**config.mk**
```make
export PLATFORM = sky130hd
export DESIGN_NAME = calendar_clock_unit_ctrl
export DESIGN_NICKNAME = d
export VERILOG_FILES = /design/src/hdl/calendar_clock_unit_pkg.sv /design/src/hdl/calendar_clock_unit_ctrl.sv /design/src/hdl/calendar_clock_unit_trim.sv
export VERILOG_INCLUDE_DIRS = /design/src /design/src/hdl
export SDC_FILE = /design/constraint.sdc
export NUM_CORES = 1
export LEC_CHECK = 0
export ABC_CLOCK_PERIOD_IN_PS = 3800
export BUFFER_PORTS_ARGS = -buffer_cell sky130_fd_sc_hd__buf_4
export CAP_MARGIN = 15
export CORE_MARGIN = 3
export CORE_UTILIZATION = 35
export DETAILED_ROUTE_END_ITERATION = 8
export HOLD_SLACK_MARGIN = 0.03
export SLEW_MARGIN = 40
export SYNTH_ARGS = -nofsm -noshare
export SYNTH_HDL_FRONTEND = slang
export SYNTH_SLANG_ARGS = --single-unit
```
**constraint.sdc**
```tcl
create_clock -name i_clock -period 3.8 [get_ports i_clock]
set_clock_uncertainty 0.05 [all_clocks]
set_input_delay 0.19 -clock i_clock [delete_from_list [all_inputs] [get_ports i_clock]]
set_output_delay 0.19 -clock i_clock [all_outputs]
set_load 0.01 [all_outputs]
```
**src/hdl/calendar_clock_unit_params.svh**
```systemverilog
// Constants for the calendar clock unit control register block.
// Assumes inclusion by bare name from design files only.
`ifndef CALENDAR_CLOCK_UNIT_PARAMS_SVH
`define CALENDAR_CLOCK_UNIT_PARAMS_SVH

// Register byte offsets on the plain register port
`define CALENDAR_CLOCK_UNIT_ADDR_W       4
`define CALENDAR_CLOCK_UNIT_CTRL_OFS     4'h0
`define CALENDAR_CLOCK_UNIT_TIME_OFS     4'h4

// Control register field positions
`define CALENDAR_CLOCK_UNIT_CAL_MSB      25
`define CALENDAR_CLOCK_UNIT_CAL_LSB      16
`define CALENDAR_CLOCK_UNIT_ON_BIT       15
`define CALENDAR_CLOCK_UNIT_IDLE_BIT     13
`define CALENDAR_CLOCK_UNIT_SEL_BIT      7
`define CALENDAR_CLOCK_UNIT_RUN_BIT      6
`define CALENDAR_CLOCK_UNIT_WREN_BIT     3
`define CALENDAR_CLOCK_UNIT_SYNC_BIT     2
`define CALENDAR_CLOCK_UNIT_HALF_BIT     1
`define CALENDAR_CLOCK_UNIT_OE_BIT       0

// Seconds fields of the time value register
`define CALENDAR_CLOCK_UNIT_SEC_MSB      14
`define CALENDAR_CLOCK_UNIT_SEC_LSB      8

// Reset values
`define CALENDAR_CLOCK_UNIT_CAL_RST      10'h000
`define CALENDAR_CLOCK_UNIT_CTRL_RST     32'h0000_0000
`define CALENDAR_CLOCK_UNIT_CNT_RST      11'h000

`endif

```
**src/hdl/calendar_clock_unit_pkg.sv**
```systemverilog
// Types shared by the calendar clock unit control logic.
// Assumes the constants header is available alongside.
package calendar_clock_unit_pkg;

  typedef logic [9:0] calendar_clock_unit_cal_t;

  typedef enum logic {
    CALENDAR_CLOCK_UNIT_TRIM_IDLE,
    CALENDAR_CLOCK_UNIT_TRIM_RUN
  } calendar_clock_unit_trim_state_e;

endpackage : calendar_clock_unit_pkg

```
**src/hdl/calendar_clock_unit_ctrl.sv**
```systemverilog
// Control and status register of the calendar clock unit.
// Assumes i_rst_n is the power-on reset only; other resets arrive as
// i_warm_rst, a one-cycle pulse on i_clock. Timekeeping core pulses are
// on i_clock; oscillator status levels are asynchronous.
`timescale 1ns/100ps
`include "calendar_clock_unit_params.svh"

// Summary of operation
// - Bits 25:16 hold signed ten-bit trim
// - Negative trim removes pulses each minute
// - Positive trim adds pulses; zero does nothing
// - Bit 15 switches the unit on
// - On bit writable only while unlock set
// - Unlock bit sets only during system unlock
// - Idle stop gates bus clock in idle
// - Bit 7 picks seconds clock or alarm
// - Pin driven only while bit 0 set
// - Bit 6 reports oscillator running
// - Half-second flag cleared by seconds write
// - Control bits reset only at power-on; warm reset clears half flag
// - Unimplemented bits read zero, ignore writes
module calendar_clock_unit_ctrl
  import calendar_clock_unit_pkg::*;
#(
  parameter int ADDR_W = `CALENDAR_CLOCK_UNIT_ADDR_W,
  parameter int CAL_W  = 10
)
(
  // Clock and resets
  input  wire logic              i_clock,
  input  wire logic              i_rst_n,
  input  wire logic              i_warm_rst,
  // Register port
  input  wire logic [ADDR_W-1:0] i_addr,
  input  wire logic [31:0]       i_wdata,
  input  wire logic              i_wr,
  input  wire logic              i_rd,
  output logic [31:0]            o_rdata,
  // System control
  input  wire logic              i_unlock_ok,
  input  wire logic              i_cpu_idle,
  output logic                   o_bus_clk_en,
  // Oscillator status, asynchronous
  input  wire logic              i_osc_running,
  input  wire logic              i_rollover_sync,
  // Timekeeping core
  input  wire logic              i_half_sec_tick,
  input  wire logic              i_sec_clk,
  input  wire logic              i_alarm_pulse,
  input  wire logic              i_minute_tick,
  input  wire logic              i_osc_tick,
  input  wire logic [31:0]       i_time_value,
  output logic                   o_time_wr,
  output logic [31:0]            o_time_wdata,
  output logic                   o_module_on,
  output logic [CAL_W-1:0]       o_cal_value,
  output logic                   o_trim_add,
  output logic                   o_trim_drop,
  output logic                   o_trim_busy,
  // Output pin
  output logic                   o_pin_out,
  output logic                   o_pin_oe
);

  // Control fields
  calendar_clock_unit_cal_t     cal_r;
  calendar_clock_unit_cal_t     cal_nxt;
  logic          on_r;
  logic          on_nxt;
  logic          idle_stop_r;
  logic          idle_stop_nxt;
  logic          pin_source_select_r;
  logic          pin_source_select_nxt;
  logic          write_unlock_enable_r;
  logic          write_unlock_enable_nxt;
  logic          pin_output_enable_r;
  logic          pin_output_enable_nxt;

  // Status and path state
  logic          half_second_flag_r;
  logic          half_second_flag_nxt;
  logic [1:0]    sync_a_r;
  logic [1:0]    sync_a_nxt;
  logic [1:0]    sync_b_r;
  logic [1:0]    sync_b_nxt;
  logic [31:0]   rdata_r;
  logic [31:0]   rdata_nxt;
  logic          time_wr_r;
  logic          time_wr_nxt;
  logic [31:0]   time_wdata_r;
  logic [31:0]   time_wdata_nxt;
  logic          pin_out_r;
  logic          pin_out_nxt;
  logic          bus_clk_en_r;
  logic          bus_clk_en_nxt;

  // Decoded accesses
  logic          ctrl_wr;
  logic          time_wr;
  logic          osc_running_flag;
  logic          rollover_sync_flag;
  logic [31:0]   ctrl_image;

  assign ctrl_wr = i_wr && (i_addr == `CALENDAR_CLOCK_UNIT_CTRL_OFS);
  assign time_wr = i_wr && (i_addr == `CALENDAR_CLOCK_UNIT_TIME_OFS);

  assign osc_running_flag   = sync_b_r[0];
  assign rollover_sync_flag = sync_b_r[1];

  // Control register: software-steered fields
  always_comb
  begin
    cal_nxt                 = cal_r;
    on_nxt                  = on_r;
    idle_stop_nxt           = idle_stop_r;
    pin_source_select_nxt   = pin_source_select_r;
    write_unlock_enable_nxt = write_unlock_enable_r;
    pin_output_enable_nxt   = pin_output_enable_r;
    if (ctrl_wr)
    begin
      cal_nxt = i_wdata[`CALENDAR_CLOCK_UNIT_CAL_MSB:`CALENDAR_CLOCK_UNIT_CAL_LSB];
      // Switch-on state guarded by the unlock bit as it stands now
      if (write_unlock_enable_r)
        on_nxt = i_wdata[`CALENDAR_CLOCK_UNIT_ON_BIT];
      idle_stop_nxt         = i_wdata[`CALENDAR_CLOCK_UNIT_IDLE_BIT];
      pin_source_select_nxt = i_wdata[`CALENDAR_CLOCK_UNIT_SEL_BIT];
      pin_output_enable_nxt = i_wdata[`CALENDAR_CLOCK_UNIT_OE_BIT];
      // Clearing is always allowed; a set needs the system unlock
      write_unlock_enable_nxt = i_wdata[`CALENDAR_CLOCK_UNIT_WREN_BIT]
                                && (i_unlock_ok
                                    || write_unlock_enable_r);
    end
  end

  // Power-on reset only; warm resets leave these untouched
  always_ff @(posedge i_clock or negedge i_rst_n)
  begin
    if (!i_rst_n)
    begin
      cal_r                 <= `CALENDAR_CLOCK_UNIT_CAL_RST;
      on_r                  <= 1'b0;
      idle_stop_r           <= 1'b0;
      pin_source_select_r   <= 1'b0;
      write_unlock_enable_r <= 1'b0;
      pin_output_enable_r   <= 1'b0;
    end
    else
    begin
      cal_r                 <= cal_nxt;
      on_r                  <= on_nxt;
      idle_stop_r           <= idle_stop_nxt;
      pin_source_select_r   <= pin_source_select_nxt;
      write_unlock_enable_r <= write_unlock_enable_nxt;
      pin_output_enable_r   <= pin_output_enable_nxt;
    end
  end

  // Oscillator status synchronisers; first stage feeds second only
  always_comb
  begin
    sync_a_nxt = {i_rollover_sync, i_osc_running};
    sync_b_nxt = sync_a_r;
  end

  always_ff @(posedge i_clock or negedge i_rst_n)
  begin
    if (!i_rst_n)
    begin
      sync_a_r <= 2'h0;
      sync_b_r <= 2'h0;
    end
    else
    begin
      sync_a_r <= sync_a_nxt;
      sync_b_r <= sync_b_nxt;
    end
  end

  // Half-second flag follows the core; seconds write clears it.
  // A tick in the same cycle as the write wins, so no half second is lost.
  always_comb
  begin
    half_second_flag_nxt = half_second_flag_r;
    if (i_warm_rst)
      half_second_flag_nxt = 1'b0;
    else if (i_half_sec_tick)
      half_second_flag_nxt = !half_second_flag_r || time_wr;
    else if (time_wr)
      half_second_flag_nxt = 1'b0;
  end

  // Time register writes pass on to the core with the seconds fields
  always_comb
  begin
    time_wr_nxt    = time_wr;
    time_wdata_nxt = time_wr ? i_wdata : time_wdata_r;
  end

  // Read image; unimplemented positions are constant zero
  always_comb
  begin
    ctrl_image                                = `CALENDAR_CLOCK_UNIT_CTRL_RST;
    ctrl_image[`CALENDAR_CLOCK_UNIT_CAL_MSB:`CALENDAR_CLOCK_UNIT_CAL_LSB]   = cal_r;
    ctrl_image[`CALENDAR_CLOCK_UNIT_ON_BIT]                  = on_r;
    ctrl_image[`CALENDAR_CLOCK_UNIT_IDLE_BIT]                = idle_stop_r;
    ctrl_image[`CALENDAR_CLOCK_UNIT_SEL_BIT]                 = pin_source_select_r;
    ctrl_image[`CALENDAR_CLOCK_UNIT_RUN_BIT]                 = osc_running_flag;
    ctrl_image[`CALENDAR_CLOCK_UNIT_WREN_BIT]                = write_unlock_enable_r;
    ctrl_image[`CALENDAR_CLOCK_UNIT_SYNC_BIT]                = rollover_sync_flag;
    ctrl_image[`CALENDAR_CLOCK_UNIT_HALF_BIT]                = half_second_flag_r;
    ctrl_image[`CALENDAR_CLOCK_UNIT_OE_BIT]                  = pin_output_enable_r;
  end

  // Read data stands for one cycle only; unmapped reads return zero
  always_comb
  begin
    rdata_nxt = 32'h0000_0000;
    if (i_rd)
    begin
      case (i_addr)
        `CALENDAR_CLOCK_UNIT_CTRL_OFS: rdata_nxt = ctrl_image;
        `CALENDAR_CLOCK_UNIT_TIME_OFS: rdata_nxt = i_time_value;
        default:        rdata_nxt = 32'h0000_0000;
      endcase
    end
  end

  // Pin and bus-clock gating, registered to keep glitches off the pin
  always_comb
  begin
    pin_out_nxt = 1'b0;
    if (pin_output_enable_r)
      pin_out_nxt = pin_source_select_r ? i_sec_clk
                                        : i_alarm_pulse;
    bus_clk_en_nxt = !(idle_stop_r && i_cpu_idle);
  end

  always_ff @(posedge i_clock or negedge i_rst_n)
  begin
    if (!i_rst_n)
    begin
      half_second_flag_r <= 1'b0;
      rdata_r            <= 32'h0000_0000;
      time_wr_r          <= 1'b0;
      time_wdata_r       <= 32'h0000_0000;
      pin_out_r          <= 1'b0;
      bus_clk_en_r       <= 1'b1;
    end
    else
    begin
      half_second_flag_r <= half_second_flag_nxt;
      rdata_r            <= i_warm_rst ? 32'h0000_0000 : rdata_nxt;
      time_wr_r          <= time_wr_nxt;
      time_wdata_r       <= time_wdata_nxt;
      pin_out_r          <= pin_out_nxt;
      bus_clk_en_r       <= bus_clk_en_nxt;
    end
  end

  // Drift trim runs only while the unit is on
  calendar_clock_unit_trim #(
    .CAL_W         (CAL_W)
  ) u_trim (
    .i_clock       (i_clock),
    .i_rst_n       (i_rst_n),
    .i_enable      (on_r),
    .i_cal         (cal_r),
    .i_minute_tick (i_minute_tick),
    .i_osc_tick    (i_osc_tick),
    .o_add         (o_trim_add),
    .o_drop        (o_trim_drop),
    .o_busy        (o_trim_busy)
  );

  // Software must leave a gap after switch-off; no stall is offered
  assign o_module_on  = on_r;
  assign o_cal_value  = cal_r;
  assign o_rdata      = rdata_r;
  assign o_time_wr    = time_wr_r;
  assign o_time_wdata = time_wdata_r;
  assign o_pin_out    = pin_out_r;
  assign o_pin_oe     = pin_output_enable_r;
  assign o_bus_clk_en = bus_clk_en_r;

endmodule : calendar_clock_unit_ctrl

```
**src/hdl/calendar_clock_unit_trim.sv**
```systemverilog
// Drift trim sequencer: adds or removes oscillator pulses once a minute.
// Assumes minute and oscillator ticks are single-cycle pulses on i_clock.
`timescale 1ns/100ps
`include "calendar_clock_unit_params.svh"

module calendar_clock_unit_trim
  import calendar_clock_unit_pkg::*;
#(
  parameter int CAL_W = 10
)
(
  // Clock and reset
  input  wire logic             i_clock,
  input  wire logic             i_rst_n,
  // Control
  input  wire logic             i_enable,
  input  wire logic [CAL_W-1:0] i_cal,
  // Timebase
  input  wire logic             i_minute_tick,
  input  wire logic             i_osc_tick,
  // Correction pulses
  output logic                  o_add,
  output logic                  o_drop,
  output logic                  o_busy
);

  calendar_clock_unit_trim_state_e   state_r;
  calendar_clock_unit_trim_state_e   state_nxt;
  logic [CAL_W:0]     count_r;
  logic [CAL_W:0]     count_nxt;
  logic               neg_r;
  logic               neg_nxt;
  logic               add_r;
  logic               add_nxt;
  logic               drop_r;
  logic               drop_nxt;
  logic [CAL_W:0]     cal_ext;
  logic [CAL_W:0]     magnitude;

  // Sign-extended trim; top-bit-only pattern gives the largest magnitude
  assign cal_ext   = {i_cal[CAL_W-1], i_cal};
  assign magnitude = i_cal[CAL_W-1] ? ((CAL_W+1)'(0) - cal_ext)
                                    : cal_ext;

  always_comb
  begin
    state_nxt = state_r;
    count_nxt = count_r;
    neg_nxt   = neg_r;
    add_nxt   = 1'b0;
    drop_nxt  = 1'b0;
    case (state_r)
      CALENDAR_CLOCK_UNIT_TRIM_IDLE:
      begin
        // Zero trim never leaves idle
        if (i_enable && i_minute_tick && (magnitude != '0))
        begin
          count_nxt = magnitude;
          neg_nxt   = i_cal[CAL_W-1];
          state_nxt = CALENDAR_CLOCK_UNIT_TRIM_RUN;
        end
      end
      CALENDAR_CLOCK_UNIT_TRIM_RUN:
      begin
        if (!i_enable)
        begin
          count_nxt = '0;
          state_nxt = CALENDAR_CLOCK_UNIT_TRIM_IDLE;
        end
        else if (i_osc_tick)
        begin
          drop_nxt  = neg_r;
          add_nxt   = !neg_r;
          count_nxt = count_r - (CAL_W+1)'(1);
          if (count_r == (CAL_W+1)'(1))
            state_nxt = CALENDAR_CLOCK_UNIT_TRIM_IDLE;
        end
      end
      default:
      begin
        state_nxt = CALENDAR_CLOCK_UNIT_TRIM_IDLE;
      end
    endcase
  end

  always_ff @(posedge i_clock or negedge i_rst_n)
  begin
    if (!i_rst_n)
    begin
      state_r <= CALENDAR_CLOCK_UNIT_TRIM_IDLE;
      count_r <= `CALENDAR_CLOCK_UNIT_CNT_RST;
      neg_r   <= 1'b0;
      add_r   <= 1'b0;
      drop_r  <= 1'b0;
    end
    else
    begin
      state_r <= state_nxt;
      count_r <= count_nxt;
      neg_r   <= neg_nxt;
      add_r   <= add_nxt;
      drop_r  <= drop_nxt;
    end
  end

  assign o_add  = add_r;
  assign o_drop = drop_r;
  assign o_busy = (state_r == CALENDAR_CLOCK_UNIT_TRIM_RUN);

endmodule : calendar_clock_unit_trim

```
==> run_results.csv <==
group,metric,value,unit
outcome,outcome,"completed",
sta,hold_viol_final,0,
drt,via_count,3675,
hold_path,worstHoldStart,"i_wdata[19]",
logic_synthesis,seq_area_frac_synth,0.578,
global_routing,grtUsageMet3,0.0622,
logic_synthesis,synth_seq_cells,102,
logic_synthesis,yosys.area_share.adder,0.00850,
global_routing,antenna_found_initial,0,
power_and_ir_drop,p_sw_frac,0.315,
drt,wirelength,12800,um
global_routing,grt_pass1_vias,3905,
setup_path,cp_max_fo,11,
global_routing,grt_pass1_wl,20800,um
setup_path,cp.required,3980,ps
global_routing,track_usage,0.187,
drt,drtIter0Drc,276,
placement,place_area,0.00580,mm2
clock_network,clock_latency,340,ps
setup_path,cp-end-kind,"register",
logic_synthesis,synth_area_leaders,"dfrtp_1 (57%), mux2_2 (12%), nor2_1 (3.2%)",
logic_synthesis,synth_compound_area_frac,0.100,
logic_synthesis,synth_top_area_frac,0.572,
logic_synthesis,synth_top_area_cell,"dfrtp_1",
power_and_ir_drop,seqPwrFrac,0.455,
logic_synthesis,synth_fp_nets,452,
global_routing,busiest_layer,"met2",
sta,setup_ws,1070,ps
clock_network,tritoncts,"built",
floorplan,initial_core_util,0.363,
setup_path,slowest_stage,"dfrtp_1",
clock_network,ctsLongestPathBuffers,2,
run,cap_violations,0,
setup_path,arrival,2910,ps
setup_path,rr_startpoint,"o_cal_value[0]$_DFFE_PN0P_",
sta,final.min_clock_period,2730,ps
placement,pre_cts_slack,1050,ps
setup_path,reg2reg_depth,8,
floorplan,core-area,0.0122,mm2
power_and_ir_drop,power.static_leakage,3.11,nW
setup_path,slowest_delay,480,ps
power_and_ir_drop,vdd_drop_max,0.261,mV
clock_network,cts_resized,0,
finish,syn2layout_area_growth,47.0,%
power_and_ir_drop,clkPwrFrac,0.257,
drt,ant_nets,0,
power_and_ir_drop,power_frac_comb,0.288,
floorplan,die-area,0.0140,mm2
sta,drv_slew,0,
global_routing,met1_usage,0.230,
sta,setup_tns,0,ps
logic_synthesis,synth-async-reset-ratio,1.00,
sta,fmax,0.366,GHz
finish,fillers,1061,
placement,portBuffers,163,
power_and_ir_drop,intPower,2.21,mW
floorplan,die_h,118,um
placement,globalplace.congestion,0.873,
logic_synthesis,avgSynthCellArea,12.0,um2
global_routing,met2_usage,0.304,
sta,setup-violations-final,0,
clock_network,cts-root-buf,"clkbuf_16",
logic_synthesis,synth_cell_types,51,
hold_path,hp-class,"in2reg",
logic_synthesis,synthSimpleGateAreaFrac,0.141,
logic_synthesis,muxShareOfSynthArea,0.130,
floorplan,die_x,118,um
power_and_ir_drop,power_switching,1.02,mW
clock_network,path_clk_slew,60,ps
floorplan,ioPinCount,164,
sta,rsz0062_at_grt,"false",
clock_network,holdBufCountCts,44,
placement,dp_hpwl,9200,um
power_and_ir_drop,powerDensity,496,mW/mm2
drt,drc,0,
global_routing,grt_max_degree,82,
sta,fin_crit_sh,0.719,
clock_network,cts.sinks,102,
floorplan,row_count,40,
sta,worst_pin_slew,757,ps
setup_path,startpoint_type,"register",
drt,vias_per_cell,4.97,
global_routing,grt_overflow,0,
clock_network,numCtsBuffers,9,
finish,nets,654,
sta,slew_headroom,0.495,
hold_path,worstHoldPathCells,2,
logic_synthesis,synth.cell_area,0.00442,mm2
logic_synthesis,synthXorXnorAreaFrac,0.0119,
logic_synthesis,synth_common_cells,"dfrtp_1 (101), mux2_2 (48), nor2_1 (38)",
setup_path,worst-setup-path-type,"reg2reg",
logic_synthesis,ys_warn_count,0,
logic_synthesis,ys.flop_type,"dfrtp_1",
finish,n_antenna_cell,0,
logic_synthesis,synth_top_family_by_area,"simple AND/OR/NAND/NOR gates",
drt,dr.pass1.iters,4,
finish,final_cell_area,0.00649,mm2
setup_path,critical_path.cell_chain,"inv_1, ha_1, or3b_1, a211oi_1, o2111a_2, nand4_4, nor2b_4, mux2_4",
finish,drive_gt1_frac,0.416,
logic_synthesis,synthCells,367,
logic_synthesis,synth_edf_count,0,
logic_synthesis,synth.most_common_cell,"dfrtp_1",
drt,wl_per_cell,17.4,um
clock_network,htreeDepth,3,
clock_network,post-cts-setup-buffer-count,0,
setup_path,startpoint,"o_cal_value[0]$_DFFE_PN0P_",
[cell usage in the layout, fill, tap and decap left out, types with 2 or more instances in the layout]
cell and count:
nor2b_1 4, xor2_1 5, nor4b_1 2, ha_1 3, dfrtp_1 101, nand2_1 19, clkinv_2 2, o22ai_1 6
nand2b_1 4, a22o_1 7, mux2i_1 2, nor2_1 38, o21ai_0 4, nand3b_1 2, o32ai_1 3, a31oi_1 3
and2_1 18, a32oi_1 2, clkbuf_16 9, nor4_1 3, nand3_1 3, buf_4 166, nor3_1 4, a21oi_1 7
a22oi_1 18, or3_1 6, mux2_2 48, and3_1 3, inv_1 9, dlygate4sd3_1 44
[state kept, by name, summed over array words and instances, names as in the netlist, 2 cells and up]
signal          count
o_cal_value        10
o_rdata            32
o_time_wdata       32
sync_a_r            2
sync_b_r            2
u_trim.count_r     11
[final timing paths]
kind,endpoint,slack (ps)
max,u_trim.count_r[1]$_DFFE_PN0P_,1070
max in group asynchronous,o_rdata[24]$_DFF_PN0_,2470
max reg2reg,u_trim.count_r[1]$_DFFE_PN0P_,1070
min reg2reg,sync_b_r[1]$_DFF_PN0_,300
min in group asynchronous,o_time_wr$_DFF_PN0_,390
min,o_time_wdata[19]$_DFFE_PN0P_,40
[power by group through the flow]
stage / sequential (mW) / clock, mW / combinational [mW]
after floorplan: 1.46 / 0 / 0.499
after global placement: 1.47 / 0 / 0.886
after detailed placement: 1.48 / 0 / 0.898
after CTS: 1.46 / 0.854 / 0.936
after global routing: 1.50 / 0.893 / 1.02
final: 1.47 / 0.828 / 0.928
[critical path: cells and delay by family (launching register included)]
family                     cells  cell delay [ps]
buffers and inverters          1              130
muxes                          1              320
adders and majority gates      1              260
DFF                            1              480
and+or+nand+nor                3              770
AOI/OAI and AO/OA              2              600
[area by class of cell]
type,instances,area [um2],area share
Tap cell,168,210,0.0324
Timing Repair Buffer,211,1700,0.261
Multi-Input combinational cell,236,1740,0.268
Clock inverter,4,26.3,0.00405
Inverter,9,33.8,0.00520
Clock buffer,10,229,0.0353
Sequential cell,102,2550,0.393
[stage by stage]
step           hold slack, ps   util  total power [mW]  cells
2_1_floorplan            -156      -              1.96    367
3_3_place_gp              251  0.476              2.36    682
3_5_place_dp              244  0.477              2.38    682
4_1_cts                  31.0  0.534              3.25    740
5_1_grt                  39.3  0.534              3.41    740
6_report                 42.5  0.534              3.22    740
[metal layers]
layer | wire (um) | share of wire
met1 | 5210 | 0.41
met3 | 1070 | 0.083
met5 | 0 | 0
met2 | 6310 | 0.49
met4 | 259 | 0.020
[kinds of logic after synthesis]
family,count (synthesis)
flops,102
compound gates,60
fa+ha+maj,3
buf+inv,29
simple gates,116
mux,51
xor+xnor,6
Note: power is estimated with default switching activity, not from simulation.
